File: config.mk
export PLATFORM = sky130hd
export DESIGN_NAME = host_bus_dma_request_port
export DESIGN_NICKNAME = d
export VERILOG_FILES = /design/src/hw/host_bus_dma_request_port.v /design/src/hw/port_buffer_mem.v
export VERILOG_INCLUDE_DIRS = /design/src /design/src/hw
export SDC_FILE = /design/constraint.sdc
export NUM_CORES = 1
export LEC_CHECK = 0
export ABC_AREA = 1
export BUFFER_PORTS_ARGS = -buffer_cell sky130_fd_sc_hd__buf_2
export CORE_MARGIN = 10
export CORE_UTILIZATION = 35
export CTS_BUF_LIST = sky130_fd_sc_hd__clkbuf_16
export DETAILED_ROUTE_END_ITERATION = 7
export PLACE_DENSITY = 0.49
export SLEW_MARGIN = 40
export SYNTH_ARGS = -nofsm -noshare
export SYNTH_HDL_FRONTEND = slang
export SYNTH_HIERARCHICAL = 1
export SYNTH_SLANG_ARGS = --single-unit
File: constraint.sdc
create_clock -name CLK_IN -period 3.63 [get_ports CLK_IN]
set_input_delay 0 -clock CLK_IN [delete_from_list [all_inputs] [get_ports CLK_IN]]
set_output_delay 0 -clock CLK_IN [all_outputs]
set_load 0.005 [all_outputs]
File: src/hw/host_port_regs.vh
/*
 * Constants for the host-side parallel port: register offsets, field
 * positions, reset values and timing counts.
 * Assumes inclusion by bare name from the design files under hw/.
 */
// Notes on behaviour
// - Data bits 0 to 15 carry register and buffer transfers and float when idle.
// - Chip select is active low and accesses are taken only while it is low.
// - The host DMA request goes active on a host transfer need, at a level set in the host configuration register.
// - With the shared channel bit set, both DMA channels use the host request and acknowledge pair.
// - A separate peripheral DMA request goes active at a level set in the peripheral configuration register.
`ifndef HOST_PORT_REGS_VH
`define HOST_PORT_REGS_VH

`define HOST_HW_CFG_OFFSET 8'h20
`define HOST_HW_CFG_READ_OFFSET 8'h20
`define HOST_HW_CFG_WRITE_OFFSET 8'ha0
`define PERIPH_HW_CFG_READ_OFFSET 8'hba
`define PERIPH_HW_CFG_WRITE_OFFSET 8'hbb
`define HOST_HW_CFG_RESET 16'h0000
`define PERIPH_HW_CFG_RESET 16'h0000
`define BUF_ACCESS_OFFSET 8'h40

`define HCFG_DREQ_POL_BIT 5
`define HCFG_DACK_POL_BIT 6
`define HCFG_SHARED_DMA_BIT 7
`define PCFG_DREQ_POL_BIT 6
`define PCFG_DACK_POL_BIT 7

`define SYNC_STAGES 3
`define BUF_DEPTH 64
`define BUF_ADDR_W 6

`endif

File: src/hw/host_bus_dma_request_port.v
/*
 * Data bits 0 to 15, strobes, chip select and DMA request pins of the
 * microprocessor-facing parallel port, with the host and peripheral
 * hardware configuration registers and a small buffer memory.
 * Assumes asynchronous strobes and select from the pins, and DMA needs
 * from internal controller logic on CLK_IN.
 */
`timescale 1ns/1ns
`include "host_port_regs.vh"
module host_bus_dma_request_port #(
    parameter BUF_DEPTH = `BUF_DEPTH,
    parameter BUF_ADDR_W = `BUF_ADDR_W
)
(
    input wire CLK_IN,
    input wire NRST_IN,
    input wire CS_N_IN,
    input wire RD_N_IN,
    input wire WR_N_IN,
    input wire [7:0] ADDR_IN,
    input wire [BUF_ADDR_W-1:0] BUF_ADDR_IN,
    input wire [15:0] DATA_IN,
    output reg [15:0] DATA_OUT,
    output reg [15:0] DATA_OE_OUT,
    input wire HOST_XFER_NEED_IN,
    input wire PERIPH_XFER_NEED_IN,
    input wire HOST_DMA_ACKNOWLEDGE_IN,
    output reg HOST_DMA_REQUEST_OUT,
    output reg PERIPH_DMA_REQUEST_OUT,
    output reg HOST_GRANT_OUT,
    output reg PERIPH_GRANT_OUT
);
    reg [2:0] cs_sync_reg;
    reg [2:0] rd_sync_reg;
    reg [2:0] wr_sync_reg;
    reg [2:0] ack_sync_reg;
    reg cs_reg;
    reg rd_reg;
    reg wr_reg;
    reg ack_reg;
    reg [15:0] host_hardware_configuration_reg;
    reg [15:0] periph_hardware_configuration_reg;
    wire [15:0] buf_rd_data;
    wire wr_rise;
    wire sel_read;
    wire buf_wr;
    wire shared_dma_channel;
    wire host_req_active;
    wire periph_req_active;
    wire ack_active;
    reg [15:0] rd_mux;

    // Requests leave reset at the inactive level of the reset polarity,
    // so no DMA controller sees a transfer asked for during reset
    localparam [15:0] HCFG_RESET = `HOST_HW_CFG_RESET;
    localparam [15:0] PCFG_RESET = `PERIPH_HW_CFG_RESET;
    localparam [0:0] HREQ_IDLE = ~HCFG_RESET[`HCFG_DREQ_POL_BIT];
    localparam [0:0] PREQ_IDLE = ~PCFG_RESET[`PCFG_DREQ_POL_BIT];

    // Three stages; a level counts once stages two and three agree
    always @(posedge CLK_IN or negedge NRST_IN)
    begin
        if (!NRST_IN)
        begin
            cs_sync_reg <= 3'h7;
            rd_sync_reg <= 3'h7;
            wr_sync_reg <= 3'h7;
            // Acknowledge idles high through its pull-up; starting the
            // filter there keeps a false grant out of the first cycles
            ack_sync_reg <= 3'h7;
            cs_reg <= 1'b0;
            rd_reg <= 1'b0;
            wr_reg <= 1'b0;
            ack_reg <= 1'b1;
        end
        else
        begin
            cs_sync_reg <= {cs_sync_reg[1:0], CS_N_IN};
            rd_sync_reg <= {rd_sync_reg[1:0], RD_N_IN};
            wr_sync_reg <= {wr_sync_reg[1:0], WR_N_IN};
            ack_sync_reg <= {ack_sync_reg[1:0], HOST_DMA_ACKNOWLEDGE_IN};
            if (cs_sync_reg[1] == cs_sync_reg[2])
            begin
                cs_reg <= ~cs_sync_reg[2];
            end
            if (rd_sync_reg[1] == rd_sync_reg[2])
            begin
                rd_reg <= ~rd_sync_reg[2];
            end
            if (wr_sync_reg[1] == wr_sync_reg[2])
            begin
                wr_reg <= ~wr_sync_reg[2];
            end
            if (ack_sync_reg[1] == ack_sync_reg[2])
            begin
                ack_reg <= ack_sync_reg[2];
            end
        end
    end

    // Write commits at the strobe release, when the data has settled.
    // A write started while selected but finished after deselect is lost.
    reg wr_seen_reg;
    always @(posedge CLK_IN or negedge NRST_IN)
    begin
        if (!NRST_IN)
        begin
            wr_seen_reg <= 1'b0;
        end
        else
        begin
            wr_seen_reg <= wr_reg & cs_reg;
        end
    end

    assign wr_rise = wr_seen_reg & ~(wr_reg & cs_reg) & cs_reg;
    assign sel_read = rd_reg & cs_reg & ~wr_reg;
    assign buf_wr = wr_rise && (ADDR_IN == `BUF_ACCESS_OFFSET);

    always @(posedge CLK_IN or negedge NRST_IN)
    begin
        if (!NRST_IN)
        begin
            host_hardware_configuration_reg <= `HOST_HW_CFG_RESET;
            periph_hardware_configuration_reg <= `PERIPH_HW_CFG_RESET;
        end
        else if (wr_rise)
        begin
            if (ADDR_IN == `HOST_HW_CFG_WRITE_OFFSET)
            begin
                host_hardware_configuration_reg <= DATA_IN;
            end
            if (ADDR_IN == `PERIPH_HW_CFG_WRITE_OFFSET)
            begin
                periph_hardware_configuration_reg <= DATA_IN;
            end
        end
    end

    port_buffer_mem #(
        .DATA_W(16),
        .ADDR_W(BUF_ADDR_W),
        .DEPTH(BUF_DEPTH)
    ) u_buf (
        .clk_in(CLK_IN),
        .wr_en_in(buf_wr),
        .addr_in(BUF_ADDR_IN),
        .wr_data_in(DATA_IN),
        .rd_data_out(buf_rd_data)
    );

    always @*
    begin
        case (ADDR_IN)
            `HOST_HW_CFG_READ_OFFSET: rd_mux = host_hardware_configuration_reg;
            `PERIPH_HW_CFG_READ_OFFSET:
                rd_mux = periph_hardware_configuration_reg;
            `BUF_ACCESS_OFFSET: rd_mux = buf_rd_data;
            default: rd_mux = 16'h0000;
        endcase
    end

    always @(posedge CLK_IN or negedge NRST_IN)
    begin
        if (!NRST_IN)
        begin
            DATA_OUT <= 16'h0000;
            DATA_OE_OUT <= 16'h0000;
        end
        else
        begin
            DATA_OUT <= sel_read ? rd_mux : 16'h0000;
            DATA_OE_OUT <= sel_read ? 16'hffff : 16'h0000;
        end
    end

    assign shared_dma_channel =
        host_hardware_configuration_reg[`HCFG_SHARED_DMA_BIT];
    assign ack_active =
        ack_reg == host_hardware_configuration_reg[`HCFG_DACK_POL_BIT];
    assign host_req_active = HOST_XFER_NEED_IN |
        (shared_dma_channel & PERIPH_XFER_NEED_IN);
    assign periph_req_active = ~shared_dma_channel & PERIPH_XFER_NEED_IN;

    always @(posedge CLK_IN or negedge NRST_IN)
    begin
        if (!NRST_IN)
        begin
            HOST_DMA_REQUEST_OUT <= HREQ_IDLE;
            PERIPH_DMA_REQUEST_OUT <= PREQ_IDLE;
        end
        else
        begin
            HOST_DMA_REQUEST_OUT <= ~(host_req_active ^
                host_hardware_configuration_reg[`HCFG_DREQ_POL_BIT]);
            PERIPH_DMA_REQUEST_OUT <= ~(periph_req_active ^
                periph_hardware_configuration_reg[`PCFG_DREQ_POL_BIT]);
        end
    end

    always @(posedge CLK_IN or negedge NRST_IN)
    begin
        if (!NRST_IN)
        begin
            HOST_GRANT_OUT <= 1'b0;
            PERIPH_GRANT_OUT <= 1'b0;
        end
        else
        begin
            HOST_GRANT_OUT <= ack_active & HOST_XFER_NEED_IN;
            PERIPH_GRANT_OUT <= ack_active & shared_dma_channel &
                PERIPH_XFER_NEED_IN & ~HOST_XFER_NEED_IN;
        end
    end
endmodule // host_bus_dma_request_port

File: src/hw/port_buffer_mem.v
/*
 * Small buffer memory for the host port, word wide, with registered
 * read data.
 * Assumes one write or one read per cycle from the port logic.
 */
`timescale 1ns/1ns
module port_buffer_mem #(
    parameter DATA_W = 16,
    parameter ADDR_W = 6,
    parameter DEPTH = 64
)
(
    input wire clk_in,
    input wire wr_en_in,
    input wire [ADDR_W-1:0] addr_in,
    input wire [DATA_W-1:0] wr_data_in,
    output reg [DATA_W-1:0] rd_data_out
);
    reg [DATA_W-1:0] mem_reg [0:DEPTH-1];

    // No reset: contents are undefined until the host writes them
    always @(posedge clk_in)
    begin
        if (wr_en_in)
        begin
            mem_reg[addr_in] <= wr_data_in;
        end
        rd_data_out <= mem_reg[addr_in];
    end
endmodule // port_buffer_mem

==> summary.md, run 1 <==
| Metric | Value |
|---|---|
| WP data arrival | approximately 3.6 ns |
| Met1 wire length | slightly above 60,000 um |
| Max VDD drop | 0.421 mV |
| Top cell type by total area after synthesis | edfxtp_1 |
| Setup violations, final | 0 |
| Max FFs per register | ~1,000 |
| Mapped Nets | 4,634 |
| First-pass GRT wire length | 198,000 um |
| Share of the synthesized area in the top cell type | 0.657 |
| Number of vias in the routed layout | a little over 30,000 |
| Leakage | about 23 nW |
| Cell Rows | around 130 |
| Initial antenna violation count | 9 |
| Compound-cell area share of the yosys netlist | 0.00772 |
| Tightest Hold Check Type | in -> reg |
| Seq/Total Area, Yosys | 0.701 |
| Yosys warns | 6 |
| Initial DRC count | 2,503 |
| Clk Latency, worst-skew pair | 0.74 ns |
| DRC | 0 |
| H-tree depth | 3 |
| Cell Area, Placed | 49,400 um2 |
| Count of nets after finishing | 4,776 |
| DRT Pass-1 Iters | 5 |
| Endpoints failing hold | 0 |
| Metal2 WL | ~60,000 um |
| Post-Synth Adder-Cell Area | 0.000214 |
| Vias per inst | 4.68 |
| Area contributors post-synth | edfxtp_1, nand2_1, dfrtp_1, buf_2, nor2_1 |
| Mean Syn Cell Area | 10.2 um2 |
| Post-CTS setup buffers | 0 |
| Tmin final | 3.21 ns |
| Die Wd | slightly below 400 um |
| Most common cell after layout, fill and taps aside | nand2_1 |
| Final HPWL DP | approximately 76,000 um |
| Die Ht | 386 um |
| Slew Limit Fails | 0 |
| CP Launch Type | flip-flop |
| Synth Instances | 4,596 |
| Seq cells post-synth | 1,110 |
| Post-route ant nets | 0 |
| Final period utilization | 0.886 |
| CTS root buf | clkbuf_16 |
| Overall routing resource usage | 0.177 |
| Maxcap violations | 0 |
| Routed wl met3 | 7370 um |
| Die ar. | 149,000 um2 |
| Pwr dens | 511 nW/um2 |
| Maximum clock frequency | between 300 and 400 MHz |
| R2r worst-path depth | 9 |
| Worst Clk Skew | 0.0217 ns |
| CP Max Fanout | 16 |
| Post-Synth Simple-Gate Area | 0.257 |
| Slew HR | 0.440 |
| Clock tree buffer depth | 3 |
| Port buffer count | 73 |
| Hold Path Depth | 4 |
| Grt ovf | 0 |
| Final Cell Area | 53,600 um2 |
| CP endpoint kind | flip-flop |
| Clk slew on worst S/H paths | 0.06 ns |
| Least-Margin Pin Slew | 0.840 ns |
| Worst EP required | 4.04 ns |
| Top Layer Used | met5 |
| Routed len/inst | around 20 um |
| Drt total wl | 133,000 um |
| Combinational family with the most area after synthesis | simple AND/OR/NAND/NOR gates |
| Final setup margin | between 0.4 and 0.5 ns |
| Most frequent cells in the layout | nand2_1, edfxtp_1, buf_4 |
| Multiplexer area fraction after synthesis | 0 |
| Final TNS setup | 0 ns |
| Number of global-route vias before repair | roughly 30,000 |
| Post-synthesis xor/xnor area fraction | 0.000561 |
| Mapped cell area | about 47,000 um2 |
| RSZ-0062 raised after global routing | no |
| Largest net degree at the start of global routing | 149 |
| Area delta synth->final | 14.6% |
| Ports | 74 |
| Pre-CTS setup slack | between 0.4 and 0.5 ns |
| TritonCTS Buffers | 120 |
| RD Place Congestion | between 0.7 and 0.8 |
| CTS tree | built |
| CTS Sinks | 1,110 |
| Status | complete, no violations |
| Post-synthesis cell type count | 35 |
| Critical path class | reg -> reg |
| Initial Util | 0.352 |
| Ratio of cells with drive above 1 in the final layout | 0.0948 |
| Placeable Area | approximately 130,000 um2 |
## final timing paths
| kind | to | start | slack, ns |
|---|---|---|---|
| max in group asynchronous | DATA_OUT[9]$_DFF_PN0_ | NRST_IN | 2.79 |
| hold reg to reg | rd_sync_reg[1]$_DFF_PN1_ | rd_sync_reg[0]$_DFF_PN1_ | 0.36 |
| setup reg to reg | u_buf/mem_reg[62][3]$_DFFE_PP_ | cs_reg$_DFFE_PN0N_ | 0.42 |
| hold / removal | u_buf/mem_reg[11][1]$_DFFE_PP_ | BUF_ADDR_IN[5] | 0.06 |
| setup / recovery | u_buf/mem_reg[62][3]$_DFFE_PP_ | cs_reg$_DFFE_PN0N_ | 0.42 |
| min in group asynchronous | wr_sync_reg[2]$_DFF_PN1_ | NRST_IN | 0.46 |
## critical path, cell delays in order (launching register included)
cell	delay [ns]
dfrtp_1	0.41
nand2_1	0.09
and3_1	0.35
inv_1	0.10
nor2_1	0.37
buf_4	0.26
nand4_1	0.50
buf_4	0.37
nor2_1	0.12
buf_4	0.30
## routing by layer
metal	vias up	track usage
li1	15111	-
met1	14933	0.253
met2	667	0.277
met3	182	0.0307
met4	8	0.0500
met5	-	0
## Yosys cell counts, drive strengths merged
| library cell | instances |
|---|---|
| xor2 | 3 |
| dfrtp | 55 |
| nand2 | 2903 |
| nor4 | 2 |
| edfxtp | 1024 |
| nor2 | 133 |
| a21oi | 1 |
| o211ai | 5 |
| dfxtp | 16 |
| nor3 | 9 |
| inv | 74 |
| or2 | 6 |
| clkbuf | 57 |
| buf | 178 |
| dfstp | 15 |
| o21ai | 42 |
| and3 | 1 |
| nand4 | 2 |
| nand3 | 69 |
| maj3 | 1 |
## report_power, final
group          leakage (nW)  internal, mW  total (mW)  switching [mW]
registers              10.2          14.0        14.1          0.0540
clock network          1.94          6.67        11.7            5.02
logic                  10.5         0.400        1.63            1.23
total                  22.7          21.1        27.4            6.31
## area by class of cell
type	count	area [um2]
Clock inverter	94	678
Tap cell	1768	2210
Timing Repair Buffer	255	2100
Antenna cell	2	5.00
Inverter	74	300
Fill cell	13002	79500
Multi-Input combinational cell	3177	12500
Sequential cell	1110	32800
Clock buffer	122	3050
## kinds of logic after synthesis
family          count (synthesis)
xor+xnor                        3
flops                        1110
fa+ha+maj                       1
compound gates                 48
simple gates                 3125
buf+inv                       309
## through the flow
| stage | hold slack [ns] | std cells | util | total power, mW |
|---|---|---|---|---|
| global placement | 0.109 | 6339 | 0.371 | 15.9 |
| CTS | 0.00148 | 6599 | 0.403 | 27.7 |
| floorplan | -0.296 | 4596 | - | 15.2 |
| global route | 0.0888 | 6601 | 0.403 | 28.4 |
| detailed placement | 0.0237 | 6340 | 0.371 | 16.0 |
| finish | 0.0591 | 6602 | 0.403 | 27.4 |
## timing repair
item                                   in CTS  in global routing
endpoints found under the hold margin     572                  0
hold buffers                               43                  0
resized for setup                           0                  0
No activity file was read; power rests on OpenSTA's default activity.
==> inputs of run 2 (changes only) <==
==> constraint.sdc (replaced) <==
create_clock -name CLK_IN -period 3.5 [get_ports CLK_IN]
set_input_delay 0 -clock CLK_IN [delete_from_list [all_inputs] [get_ports CLK_IN]]
set_output_delay 0 -clock CLK_IN [all_outputs]
set_load 0.005 [all_outputs]
==> summary.md, run 2 (synthesized netlist as in run 1, its figures left out) <==
| Metric | Value |
|---|---|
| Status | complete, no violations |
| Tightest Hold Check Type | in -> reg |
| Hold EP | HOST_GRANT_OUT$_DFF_PN0_ |
| Post-route ant nets | 0 (unchanged) |
| Hold Path Depth | 4 (unchanged) |
| CP most frequent cell | buf_4 |
| Cell Area, Placed | 49,500 um2 (+0.19%) |
| Dpl cells | 6,347 (+0.11%) |
| CP max-delay cell | dfrtp_1 |
| Number of global-route vias before repair | 29,651 (-0.27%) |
| H-tree depth | 3 (unchanged) |
| Tmin final | 3.11 ns (-0.109 ns) |
| Area delta synth->final | 14.4% |
| Cell Rows | 134 (unchanged) |
| Maxcap violations | 0 (unchanged) |
| Flop2flop setup slack | 0.39 ns (-0.02 ns) |
| Maximum clock frequency | 322 MHz (+3.5%) |
| Placeable Area | 133,000 um2 (unchanged) |
| FF-to-FF End | u_buf/mem_reg[48][10]$_DFFE_PP_ |
| Max VDD drop | 0.405 mV (-3.7%) |
| Initial Util | 0.352 (unchanged) |
| Leakage | 22.7 nW (+0.11%) |
| Worst EP required | 3.91 ns (-0.13 ns) |
| Slew HR | 0.418 (-0.0217) |
| Worst r2r src | wr_reg$_DFFE_PN0N_ |
| Worst Clk Skew | 0.0325 ns (+0.0108 ns) |
| Largest net degree at the start of global routing | 140 (-6.0%) |
| Most frequent cells in the layout | nand2_1, edfxtp_1, buf_4 |
| Routed len/inst | 20.5 um (+1.5%) |
| Ratio of cells with drive above 1 in the final layout | 0.0944 (-0.000383) |
| Die ar. | 149,000 um2 (unchanged) |
| CTS root buf | clkbuf_16 |
| Most common cell after layout, fill and taps aside | nand2_1 |
| Max FFs per register | 1,024 (unchanged) |
| Final period utilization | 0.887 (+0.00164) |
| Final Cell Area | 53,600 um2 (-0.16%) |
| Setup violations, final | 0 (unchanged) |
| Final cell count without fillers | 6,613 (+0.17%) |
| First-pass GRT wire length | 199,000 um (+0.63%) |
| Slew Limit Fails | 0 (unchanged) |
| Cell-by-cell trace of the critical path | nand2_1 > and3_1 > inv_1 > nor2_1 > buf_4 > nand3_1 > buf_4 > nor2_1 > buf_4 |
| Pwr dens | 522 nW/um2 (+2.2%) |
| Clk Latency, worst-skew pair | 0.74 ns (about the same) |
| Count of nets after finishing | 4,783 (+0.15%) |
| DRT Pass-1 Iters | 5 (unchanged) |
| Ports | 74 (unchanged) |
| CP endpoint kind | flip-flop |
| Overall routing resource usage | 0.179 (+0.00151) |
| Drt total wl | 135,000 um (+1.6%) |
| Critical path class | reg -> reg |
| CP Max Fanout | 16 (unchanged) |
| CTS Sinks | 1,110 (unchanged) |
| Critical Path Max Stage Delay | 0.40 ns (-0.10 ns) |
| Initial antenna violation count | 8 (-1) |
| Util after Layout | 0.402 (-0.000630) |
| Initial DRC count | 2,593 (+3.6%) |
| Die Ht | 386 um (unchanged) |
| R2r worst-path depth | 9 (unchanged) |
| TritonCTS Buffers | 119 (-0.83%) |
| WP data arrival | 3.52 ns (-0.11 ns) |
| Endpoints failing hold | 0 (unchanged) |
| CP Launch Type | flip-flop |
| CTS tree | built |
| RD Place Congestion | 0.823 (+4.1%) |
| Die Wd | 386 um (unchanged) |
| Pre-CTS setup slack | 0.463 ns (-0.0328 ns) |
| Hold_sp | HOST_XFER_NEED_IN |
| Final setup margin | 0.395 ns (-0.0206 ns) |
| Clk slew on worst S/H paths | 0.06 ns (about the same) |
| Number of vias in the routed layout | 31,152 (+0.81%) |
| Final HPWL DP | 79,400 um (+3.9%) |
| Final TNS setup | 0 ns (unchanged) |
| RSZ-0062 raised after global routing | no |
| Clock tree buffer depth | 3 (unchanged) |
| DRC | 0 (unchanged) |
| Least-Margin Pin Slew | 0.872 ns (+0.0326 ns) |
| Grt ovf | 0 (unchanged) |
| Port buffer count | 73 (unchanged) |
| Vias per inst | 4.71 (+0.64%) |
==> run 2: power by group <==
group          total (mW)  switching, mW  internal [mW]
Clock                11.6           5.16           6.45
Combinational        1.76           1.34          0.423
Sequential           14.6         0.0527           14.5
Total                28.0           6.55           21.4
==> run 2: layer usage <==
layer | global-route usage | routed length, um | vias to the layer above
met4 | 0.0509 | 3230 | 8
met3 | 0.0360 | 8650 | 179
li1 | - | - | 15123
met5 | 0 | 61 | -
met2 | 0.271 | 59700 | 814
met1 | 0.258 | 63800 | 15028
==> run 2: worst max-delay path by stage <==
stage                                                  to  slack (ns)               start  cells past startpoint
after CTS                  u_buf/mem_reg[48][6]$_DFFE_PP_        0.43  wr_reg$_DFFE_PN0N_                      9
after detailed placement   u_buf/mem_reg[48][4]$_DFFE_PP_        0.46  wr_reg$_DFFE_PN0N_                      9
after global routing      u_buf/mem_reg[48][10]$_DFFE_PP_        0.27  wr_reg$_DFFE_PN0N_                      9
final                     u_buf/mem_reg[48][10]$_DFFE_PP_        0.39  wr_reg$_DFFE_PN0N_                      9
after global placement    u_buf/mem_reg[48][12]$_DFFE_PP_        0.58  wr_reg$_DFFE_PN0N_                      9
after floorplan            u_buf/mem_reg[41][0]$_DFFE_PP_        0.31  cs_reg$_DFFE_PN0N_                      7
==> run 2: layout make-up <==
cell class	instances	area (um2)
Tap cell	1768	2210
Inverter	74	300
Antenna cell	4	10.0
Clock inverter	97	564
Clock buffer	120	3000
Sequential cell	1110	32800
Timing Repair Buffer	263	2180
Fill cell	13012	79600
Multi-Input combinational cell	3177	12500
==> run 2: critical path: cells and delay by family (launching register included) <==
kind | cells | cell delay, ns
buf+inv | 4 | 1.02
simple gates | 5 | 1.35
flops | 1 | 0.40
==> run 2: metrics by stage <==
step                power, mW  hold slack [ns]
CTS                      28.2           0.0284
global route             28.9           0.0676
detailed placement       16.6            0.110
global placement         16.6            0.108
floorplan                15.8           -0.296
finish                   28.0           0.0809
==> run 2: what timing repair did <==
item,in CTS,in global routing
hold buffers,45,0
setup buffers,0,0
gates resized for setup,0,0
hold endpoints to repair,722,0
